<file path="src/common/smx_params.svh">
// Constants for the channel select and result readout block
`ifndef SMX_PARAMS_SVH
`define SMX_PARAMS_SVH
`define SMX_WORD_W    32
`define SMX_FIFO_D    8
`define SMX_CMD_W     8
`define SMX_CH_W      3
`define SMX_EN_BIT    3
`define SMX_CNT_W     6
`define SMX_LAST_BIT  6'h1F
`define SMX_MSB       31
`define SMX_SEL_IDLE  1'b1
`endif

</file>
<file path="src/common/smx_pkg.sv">
// Types shared by the readout block
`include "smx_params.svh"
package smx_pkg;
	typedef enum logic [1:0] {
		SMX_IDLE  = 2'b00,
		SMX_WAIT  = 2'b01,
		SMX_SHIFT = 2'b10,
		SMX_DONE  = 2'b11
	} smx_state_t;

	typedef struct packed {
		smx_state_t                st;
		logic                      sck_d;
		logic                      cs_d;
		logic                      csc_d;
		logic [`SMX_WORD_W-1:0]    sh;
		logic [`SMX_CNT_W-1:0]     bits;
		logic [`SMX_CMD_W-1:0]     cmd_sh;
		logic [`SMX_CH_W:0]        ch_pend;
		logic [`SMX_CH_W-1:0]      ch_out;
		logic                      ch_en;
		logic                      miso;
		logic                      miso_oe;
		logic                      conv_start;
		logic                      pop;
	} smx_top_t;
endpackage

</file>
<file path="src/common/smx_fifo_if.sv">
// Stream carrier between the readout logic and its result FIFO
`timescale 1ns/100ps
interface smx_fifo_if #(parameter int W = 32);
	logic         in_valid;
	logic         in_ready;
	logic [W-1:0] in_data;
	logic         out_valid;
	logic         out_ready;
	logic [W-1:0] out_data;
	modport user (output in_valid, in_data, out_ready,
		input in_ready, out_valid, out_data);
	modport fifo (input in_valid, in_data, out_ready,
		output in_ready, out_valid, out_data);
endinterface

</file>
<file path="src/logic/smx_fifo.sv">
// Result FIFO with registered read data and ready flag
`timescale 1ns/100ps
module smx_fifo #(
	parameter int W = 32,
	parameter int D = 8
) (
	// Clock, reset and enable
	input  wire logic clk_in,
	input  wire logic nrst_in,
	input  wire logic ce_in,
	// Stream
	smx_fifo_if.fifo  f
);
	localparam int AW = $clog2(D);

	typedef struct packed {
		logic [D-1:0][W-1:0] mem;
		logic [AW-1:0]       wp;
		logic [AW-1:0]       rp;
		logic [AW:0]         cnt;
		logic [W-1:0]        rd;
		logic                ov;
		logic                rdy;
	} smx_fifo_t;

	smx_fifo_t r;
	smx_fifo_t n;
	logic      push;
	logic      popq;

	always_comb begin
		n = r;
		push = f.in_valid & r.rdy;
		popq = f.out_ready & r.ov;
		if (push) begin
			n.mem[r.wp] = f.in_data;
			n.wp = r.wp + 1'b1;
		end
		if (popq) begin
			n.rp = r.rp + 1'b1;
		end
		n.cnt = r.cnt + (AW+1)'(push) - (AW+1)'(popq);
		n.rdy = (n.cnt != (AW+1)'(D));
		n.ov  = (n.cnt != '0);
		// Head word read from next state, so a write into empty shows
		n.rd  = n.mem[n.rp];
	end

	always_ff @(posedge clk_in or negedge nrst_in) begin
		if (!nrst_in) begin
			r <= '0;
		end else if (ce_in) begin
			r <= n;
		end
	end

	assign f.in_ready  = r.rdy;
	assign f.out_valid = r.ov;
	assign f.out_data  = r.rd;
endmodule // smx_fifo

</file>
<file path="src/logic/smx_readout.sv">
// Channel select and conversion result serial readout, device side
// How it works
// RULE1: host loads channel word before chip select
// RULE2: select low enables interface, connects channel
// RULE3: data line low signals conversion ended
// RULE4: result sent as four bytes, 32 bits
// RULE5: select high floats output, starts conversion
// RULE6: host holds select low whole readout
`timescale 1ns/100ps
`include "smx_params.svh"
module smx_readout (
	// Clock, reset, enable
	input  wire logic                   clk_in,
	input  wire logic                   nrst_in,
	input  wire logic                   ce_in,
	// Serial pins
	input  wire logic                   sck_in,
	input  wire logic                   mosi_in,
	input  wire logic                   converter_select_n_in,
	input  wire logic                   channel_switch_select_n_in,
	output logic                        miso_out,
	output logic                        miso_oe_out,
	// Multiplexer switch control
	output logic [`SMX_CH_W-1:0]        channel_out,
	output logic                        channel_en_out,
	// Converter core
	output logic                        conv_start_out,
	input  wire logic [`SMX_WORD_W-1:0] conv_data_in,
	input  wire logic                   conv_valid_in,
	output logic                        conv_ready_out
);
	import smx_pkg::*;

	// Selects idle high, so their edge history starts high; a low start
	// would show a false select rise and a stray conversion start
	localparam smx_top_t SMX_RST = '{
		st:         SMX_IDLE,
		sck_d:      1'b0,
		cs_d:       `SMX_SEL_IDLE,
		csc_d:      `SMX_SEL_IDLE,
		sh:         '0,
		bits:       '0,
		cmd_sh:     '0,
		ch_pend:    '0,
		ch_out:     '0,
		ch_en:      1'b0,
		miso:       1'b0,
		miso_oe:    1'b0,
		conv_start: 1'b0,
		pop:        1'b0
	};

	// Edges between the last registered level and the present one
	function automatic logic smx_rise(input logic cur, input logic prev);
		return cur & ~prev;
	endfunction

	function automatic logic smx_fall(input logic cur, input logic prev);
		return ~cur & prev;
	endfunction

	smx_top_t r;
	smx_top_t n;
	logic     sck_rise;
	logic     sck_fall;
	logic     cs_n;
	logic     csc_n;

	smx_fifo_if #(.W(`SMX_WORD_W)) fq ();

	smx_fifo #(
		.W (`SMX_WORD_W),
		.D (`SMX_FIFO_D)
	) u_fifo (
		.clk_in  (clk_in),
		.nrst_in (nrst_in),
		.ce_in   (ce_in),
		.f       (fq)
	);

	assign fq.in_valid  = conv_valid_in;
	assign fq.in_data   = conv_data_in;
	assign fq.out_ready = r.pop;

	always_comb begin
		n = r;
		cs_n  = converter_select_n_in;
		csc_n = channel_switch_select_n_in;
		sck_rise = smx_rise(sck_in, r.sck_d);
		sck_fall = smx_fall(sck_in, r.sck_d);
		n.sck_d = sck_in;
		n.cs_d  = cs_n;
		n.csc_d = csc_n;
		n.conv_start = 1'b0;
		n.pop = 1'b0;

		// Channel word shifts in MSB first on rising edges
		if (!csc_n && sck_rise) begin
			n.cmd_sh = {r.cmd_sh[`SMX_CMD_W-2:0], mosi_in}; // RULE1
		end
		if (smx_rise(csc_n, r.csc_d)) begin
			n.ch_pend = r.cmd_sh[`SMX_CH_W:0]; // RULE1
		end

		if (cs_n) begin
			// Partial readout keeps its word for the next frame
			n.st = SMX_IDLE;
			n.miso_oe = 1'b0; // RULE5
			n.miso = 1'b1;
			n.ch_en = 1'b0;
			if (smx_rise(cs_n, r.cs_d)) begin
				n.conv_start = 1'b1; // RULE5
			end
		end else begin
			case (r.st)
			SMX_IDLE: begin
				if (smx_fall(cs_n, r.cs_d)) begin
					n.ch_out = r.ch_pend[`SMX_CH_W-1:0]; // RULE2
					n.ch_en = r.ch_pend[`SMX_EN_BIT]; // RULE2
					n.miso_oe = 1'b1; // RULE2
					n.miso = 1'b1;
					n.st = SMX_WAIT;
				end
			end
			SMX_WAIT: begin
				// Busy reads high until a result is waiting
				if (fq.out_valid) begin
					n.sh = {1'b0, fq.out_data[`SMX_MSB-1:0]}; // RULE3
					n.miso = 1'b0; // RULE3
					n.bits = '0;
					n.st = SMX_SHIFT;
				end
			end
			SMX_SHIFT: begin
				if (sck_rise) begin
					n.bits = r.bits + 1'b1; // RULE4
					if (r.bits == `SMX_LAST_BIT) begin
						n.pop = 1'b1; // RULE4
						n.st = SMX_DONE;
					end
				end else if (sck_fall) begin
					n.sh = {r.sh[`SMX_WORD_W-2:0], 1'b0}; // RULE4
					n.miso = r.sh[`SMX_WORD_W-2]; // RULE4
				end
			end
			SMX_DONE: begin
				n.miso = 1'b0;
			end
			default: begin
				n.st = SMX_IDLE;
			end
			endcase
		end
	end

	always_ff @(posedge clk_in or negedge nrst_in) begin
		if (!nrst_in) begin
			r <= SMX_RST;
		end else if (ce_in) begin
			r <= n;
		end
	end

	assign miso_out       = r.miso;
	assign miso_oe_out    = r.miso_oe;
	assign channel_out    = r.ch_out;
	assign channel_en_out = r.ch_en;
	assign conv_start_out = r.conv_start;
	assign conv_ready_out = fq.in_ready;
endmodule // smx_readout

</file>
<file path="config.mk">
export PLATFORM = sky130hd
export DESIGN_NAME = smx_readout
export DESIGN_NICKNAME = d
export VERILOG_FILES = /design/src/common/smx_pkg.sv /design/src/common/smx_fifo_if.sv /design/src/logic/smx_fifo.sv /design/src/logic/smx_readout.sv
export VERILOG_INCLUDE_DIRS = /design/src /design/src/common
export SDC_FILE = /design/constraint.sdc
export NUM_CORES = 1
export LEC_CHECK = 0
export BUFFER_PORTS_ARGS = -buffer_cell sky130_fd_sc_hd__buf_2
export CAP_MARGIN = 20
export CORE_ASPECT_RATIO = 1.4
export CORE_MARGIN = 1.5
export CORE_UTILIZATION = 55
export DETAILED_ROUTE_END_ITERATION = 10
export PLACE_DENSITY = 0.74
export SETUP_SLACK_MARGIN = 0.5
export SLEW_MARGIN = 20
export SYNTH_ARGS = -nofsm -noshare
export SYNTH_HDL_FRONTEND = slang
export SYNTH_HIERARCHICAL = 1
export SYNTH_SLANG_ARGS = --single-unit
</file>
<file path="constraint.sdc">
create_clock -name clk_in -period 3.8 [get_ports clk_in]
set_input_delay 0.19 -clock clk_in [delete_from_list [all_inputs] [get_ports clk_in]]
set_output_delay 0.19 -clock clk_in [all_outputs]
set_load 0.03 [all_outputs]
</file>
==> out/qor.json, run 1 <==
{
  "critical_path.startpoint": "u_fifo/f.out_valid",
  "fin_crit_sh": 0.809,
  "worst_clock_skew_ns": 0.0184,
  "worst-r2r-cell-count": 7,
  "final-hold-violation-count": 0,
  "cap_violations": 0,
  "criticalPathCategory": "reg2reg",
  "port_buffers": 46,
  "top_layer": "met4",
  "dp_hpwl_um": 27200,
  "final-instance-count-excl-fill": 1886,
  "grtUsageTotal": 0.279,
  "setup.reg_to_reg.worst_slack_ns": 0.72,
  "outcome": "finished, final reports clean",
  "clock_tree.htree_level_count": 2,
  "hold_path_depth": 2,
  "drt-pass1-iter-count": 8,
  "ctsRootBufferMaster": "clkbuf_16",
  "tritoncts_num_sinks": 349,
  "power_per_cell_area_nw_per_um2": 769,
  "via_count": 12800,
  "worst-endpoint-required_ns": 4.25,
  "footprint_of_the_multi_input_gates_sq_um": 8110,
  "synthCells": 1505,
  "final_design_area_excluding_fillers_sq_um": 19300,
  "number_of_global_route_vias_before_repair": 13200,
  "tmin_final_ns": 3.08,
  "number_of_warnings_issued_by_yosys": 6,
  "slew_violations": 0,
  "worst-path-max-fanout": 25,
  "boundaryPins": 48,
  "cts_tree": "yes",
  "timing.critical_path.from_type": "flop",
  "die_area_sq_um": 33500,
  "max_slew_margin": 0.200,
  "cts_made_buffers": 36,
  "rsz0062_at_grt": "no",
  "drcViolationCount": 0,
  "timing.rr.end": "u_fifo/f.out_data[15]",
  "met2RoutedLength_um": 22900,
  "synth_area_per_cell_sq_um": 11.8,
  "r2r-start": "u_fifo/f.out_valid",
  "fin_tns_setup_ns": 0,
  "postCtsSetupBuffers": 0,
  "vias_per_cell": 6.79,
  "worst_setup_hold_path_clk_slew_ns": 0.06,
  "core.rowCount": 77,
  "layout_nets": 1512,
  "holdPathEnd": "u_fifo/r[225]",
  "finalPower_mw": 14.9,
  "fmax_ghz": 0.325,
  "maximum_number_of_pins_on_one_net_before_global_route_repair": 117,
  "worst_skew_pair.late_latency_ns": 0.55,
  "mappedNetlistNets": 1555,
  "synth_area_sq_um": 17800,
  "drt_iter0_markers": 949,
  "globalplace.congestion": 0.827,
  "cts.repair.resized": 0,
  "remaining_antenna_violation_count": 0,
  "floorplan.die.width_um": 155,
  "global_route_wire_length_before_repair_um": 72300,
  "hp-start": "conv_data_in[21]",
  "routedLengthMet1_um": 17400,
  "die_y_um": 216,
  "grt_antenna_before_repair": 3,
  "regArea_sq_um": 8740,
  "grt_overflow": 0,
  "floorplan.core_area_sq_um": 31700,
  "routed_wire_length_per_instance_um": 24.4,
  "share_of_post_route_cells_with_drive_strength_above_1": 0.327,
  "fill_cells": 2475,
  "routed-wl-met3_um": 2870,
  "dpl-instance-area_sq_um": 18000,
  "worst_setup_path_end_kind": "flop",
  "cts_hold_repair.buffers": 7,
  "ctsLongestPathBuffers": 3,
  "timing.final.setup_violations": 0,
  "finalWirelength_um": 45900,
  "worstMarginPinSlew_ns": 1.20,
  "worst_ir_drop_vdd_mv": 0.513,
  "placed_cells_incl_taps": 1812,
  "timing.hold.worst.class": "in2reg",
  "cellLeakagePower_nw": 8.21,
  "start_util": 0.562,
  "area.growth.synth_to_final_pct": 8.55,
  "worstPathArrival_ns": 3.53
}
-- cells in the final DEF, fill, tap and decap left out, types with 13 or more instances in the layout --
master / count
a21oi_1: 44
a221oi_1: 35
a32oi_1: 16
buf_2: 45
buf_4: 32
clkbuf_1: 13
clkbuf_16: 36
dfrtp_1: 347
inv_1: 13
mux2_2: 255
mux2i_1: 39
nand2_1: 73
nand3_1: 19
nor2_1: 80
o211ai_1: 21
o21ai_0: 30
o221a_2: 23
o22a_1: 38
o22ai_1: 66
-- through the flow --
stage,utilization,hold slack [ns],worst slack [ns]
after floorplan,-,-0.106,1.59
after global placement,0.569,0.329,0.875
after detailed placement,0.569,0.342,0.803
after CTS,0.609,0.0124,0.735
after global routing,0.610,0.0373,0.612
final,0.610,0.0272,0.724
-- flip-flops by register name, indices dropped and copies added (netlist names) --
| name | count |
|---|---|
| channel_en_out | 1 |
| channel_out | 3 |
| conv_start_out | 1 |
| fq.out_ready | 1 |
| miso_oe_out | 1 |
| miso_out | 1 |
| r | 50 |
| u_fifo/f.in_ready | 1 |
| u_fifo/f.out_data | 31 |
| u_fifo/f.out_valid | 1 |
| u_fifo/r | 258 |
-- power breakdown --
group	leakage (nW)	internal, mW	switching [mW]
sequential	4.27	5.42	1.16
clock	0.581	2.11	1.49
combinational	3.35	2.45	2.22
-- worst max-delay path: stages (launching register included) --
cell	delay (ns)
dfrtp_1	0.62
and3b_1	0.51
nor2_4	0.07
buf_4	0.28
nor2_1	0.84
a222oi_1	0.19
o211a_1	0.30
nor3_2	0.17
-- area by class of cell --
cell class | count | area share
antenna | 3 | 0.000389
clock buffer | 56 | 0.0541
clock inverter | 8 | 0.00751
inverter | 14 | 0.00272
multi-input combinational | 967 | 0.420
sequential | 349 | 0.452
tap | 395 | 0.0256
timing repair buffer | 94 | 0.0378
-- worst max-delay path by stage --
| stage | endpoint | slack, ns | cells past startpoint |
|---|---|---|---|
| finish | u_fifo/f.out_data[15] | 0.72 | 7 |
| global route | u_fifo/f.out_data[28] | 0.61 | 7 |
| CTS | u_fifo/f.out_data[15] | 0.73 | 7 |
| global placement | u_fifo/f.out_data[18] | 0.88 | 7 |
| detailed placement | u_fifo/f.out_data[15] | 0.80 | 7 |
| floorplan | u_fifo/f.out_data[10] | 1.59 | 7 |
-- layer usage --
layer | global-route usage | up-vias
met4 | 0.179 | 0
met3 | 0.0406 | 195
met5 | 0 | -
met2 | 0.471 | 518
met1 | 0.333 | 6493
li1 | - | 5592
Power figures use the tool's default switching activity.
==> inputs of run 2 (changes only) <==
==> constraint.sdc (replaced) <==
create_clock -name clk_in -period 3.1 [get_ports clk_in]
set_input_delay 0.155 -clock clk_in [delete_from_list [all_inputs] [get_ports clk_in]]
set_output_delay 0.155 -clock clk_in [all_outputs]
set_load 0.03 [all_outputs]
==> out/qor.json, run 2 (same netlist as run 1, synthesis figures left out) <==
{
  "die_area_sq_um": 33500,
  "final_design_area_excluding_fillers_sq_um": 19600,
  "cap_violations": 0,
  "share_of_post_route_cells_with_drive_strength_above_1": 0.347,
  "dpl-instance-area_sq_um": 18300,
  "area.growth.synth_to_final_pct": 10.2,
  "fill_cells": 2437,
  "timing.rr.end": "u_fifo/f.out_data[3]",
  "power_per_cell_area_nw_per_um2": 934,
  "critical_path.startpoint": "u_fifo/r[41]",
  "worstMarginPinSlew_ns": 0.671,
  "slew_violations": 0,
  "cp_slowest_stage_delay_ns": 0.47,
  "floorplan.die.width_um": 155,
  "drcViolationCount": 0,
  "routed_wire_length_per_instance_um": 24.4,
  "floorplan.core_area_sq_um": 31700,
  "tritoncts_num_sinks": 349,
  "worst_setup_path_end_kind": "flop",
  "setup.reg_to_reg.worst_slack_ns": 0.59,
  "grt_overflow": 0,
  "die_y_um": 216,
  "layout.core_utilization": 0.619,
  "critPathCapture": "u_fifo/f.out_data[3]",
  "timing.critical_path.from_type": "flop",
  "grt_antenna_before_repair": 0,
  "cellLeakagePower_nw": 8.36,
  "layout.cells.most_common": "dfrtp_1",
  "final-hold-violation-count": 0,
  "rsz0062_at_grt": "no",
  "most-common-layout-cells": "dfrtp_1 (346), mux2_2 (254), nor2_1 (78), nand2_1 (72), o22ai_1 (66)",
  "clock_tree.htree_level_count": 2,
  "number_of_global_route_vias_before_repair": 13200,
  "footprint_of_the_multi_input_gates_sq_um": 8130,
  "ctsLongestPathBuffers": 3,
  "worstPathArrival_ns": 2.93,
  "boundaryPins": 48,
  "port_buffers": 46,
  "worst-endpoint-required_ns": 3.52,
  "r2r-start": "u_fifo/r[41]",
  "timing.hold.worst.class": "in2reg",
  "fmax_ghz": 0.398,
  "drt_iter0_markers": 1158,
  "worst_setup_hold_path_clk_slew_ns": 0.06,
  "worst_clock_skew_ns": 0.0149,
  "cp.depth": 7,
  "outcome": "finished, final reports clean",
  "largest-register": "u_fifo/r",
  "layout_nets": 1541,
  "timing.final.setup_violations": 0,
  "drt-pass1-iter-count": 5,
  "finalPower_mw": 18.3,
  "worst-r2r-cell-count": 7,
  "cp_top_family": "simple AND/OR/NAND/NOR gates",
  "path_cells": "nand3b_4, nor3_4, mux2i_4, buf_4, o211ai_1, o311ai_0, o221a_2",
  "worst_skew_pair.late_latency_ns": 0.53,
  "globalplace.congestion": 0.845,
  "largest_reg_flops": 258,
  "finalWirelength_um": 46600,
  "regArea_sq_um": 8740,
  "core.rowCount": 77,
  "dp_slack_ns": 0.399,
  "grtUsageTotal": 0.283,
  "remaining_antenna_violation_count": 0,
  "ctsRootBufferMaster": "clkbuf_16",
  "fin_crit_sh": 0.810,
  "tmin_final_ns": 2.51,
  "critPathSlowestCell": "nor3_4",
  "max_slew_margin": 0.553,
  "dp_hpwl_um": 29100,
  "worst-path-max-fanout": 12,
  "via_count": 12900,
  "critical_path_buf_inv_count": 1,
  "finalWorstSetupSlack_ns": 0.589,
  "vias_per_cell": 6.73,
  "global_route_wire_length_before_repair_um": 73500,
  "criticalPathCategory": "reg2reg",
  "num_antenna_cells": 0,
  "start_util": 0.562,
  "cts_made_buffers": 37,
  "worst_ir_drop_vdd_mv": 0.706,
  "fin_tns_setup_ns": 0,
  "maximum_number_of_pins_on_one_net_before_global_route_repair": 82,
  "cts_tree": "yes"
}
-- run 2: area by class of cell --
cell class,instances,area share
inverter,14,0.00268
sequential,349,0.446
timing repair buffer,122,0.0514
clock buffer,50,0.0538
clock inverter,15,0.00683
tap,395,0.0252
multi-input combinational,967,0.414
-- run 2: worst min-delay path by stage --
| stage | slack [ns] | cells past startpoint | to | from |
|---|---|---|---|---|
| 6_report | 0.01 | 2 | u_fifo/r[208] | conv_data_in[4] |
| 5_1_grt | 0.02 | 3 | u_fifo/r[43] | conv_valid_in |
| 4_1_cts | 0.002 | 2 | u_fifo/r[243] | conv_data_in[7] |
| 3_5_place_dp | 0.20 | 1 | r[8] | nrst_in |
| 3_3_place_gp | 0.19 | 1 | channel_out[0] | nrst_in |
| 2_1_floorplan | -0.14 | 0 | channel_en_out | nrst_in |
-- run 2: what timing repair did --
action / 4_1_cts / 5_1_grt
setup endpoints to repair: 23 / 30
hold endpoints to repair: 86 / 0
hold buffers: 9 / 0
pin swaps: 1 / 0
setup buffers: 3 / 0
resized for setup: 3 / 6
-- run 2: metrics by stage --
stage	hold WS, ns	cells
floorplan	-0.141	1505
global placement	0.191	1835
detailed placement	0.204	1835
CTS	0.00166	1912
global route	0.0219	1912
finish	0.0130	1912
-- run 2: where the power goes --
| part | switching, mW | internal (mW) | total [mW] |
|---|---|---|---|
| Combinational | 2.82 | 3.08 | 5.91 |
| Sequential | 1.40 | 6.64 | 8.04 |
| Clock | 1.82 | 2.55 | 4.37 |
| Total | 6.04 | 12.3 | 18.3 |
-- run 2: metal layers --
layer / wire length (um) / global-route usage
met5: 0 / 0
met4: 2210 / 0.149
met1: 18000 / 0.347
met2: 23300 / 0.480
met3: 3010 / 0.0440
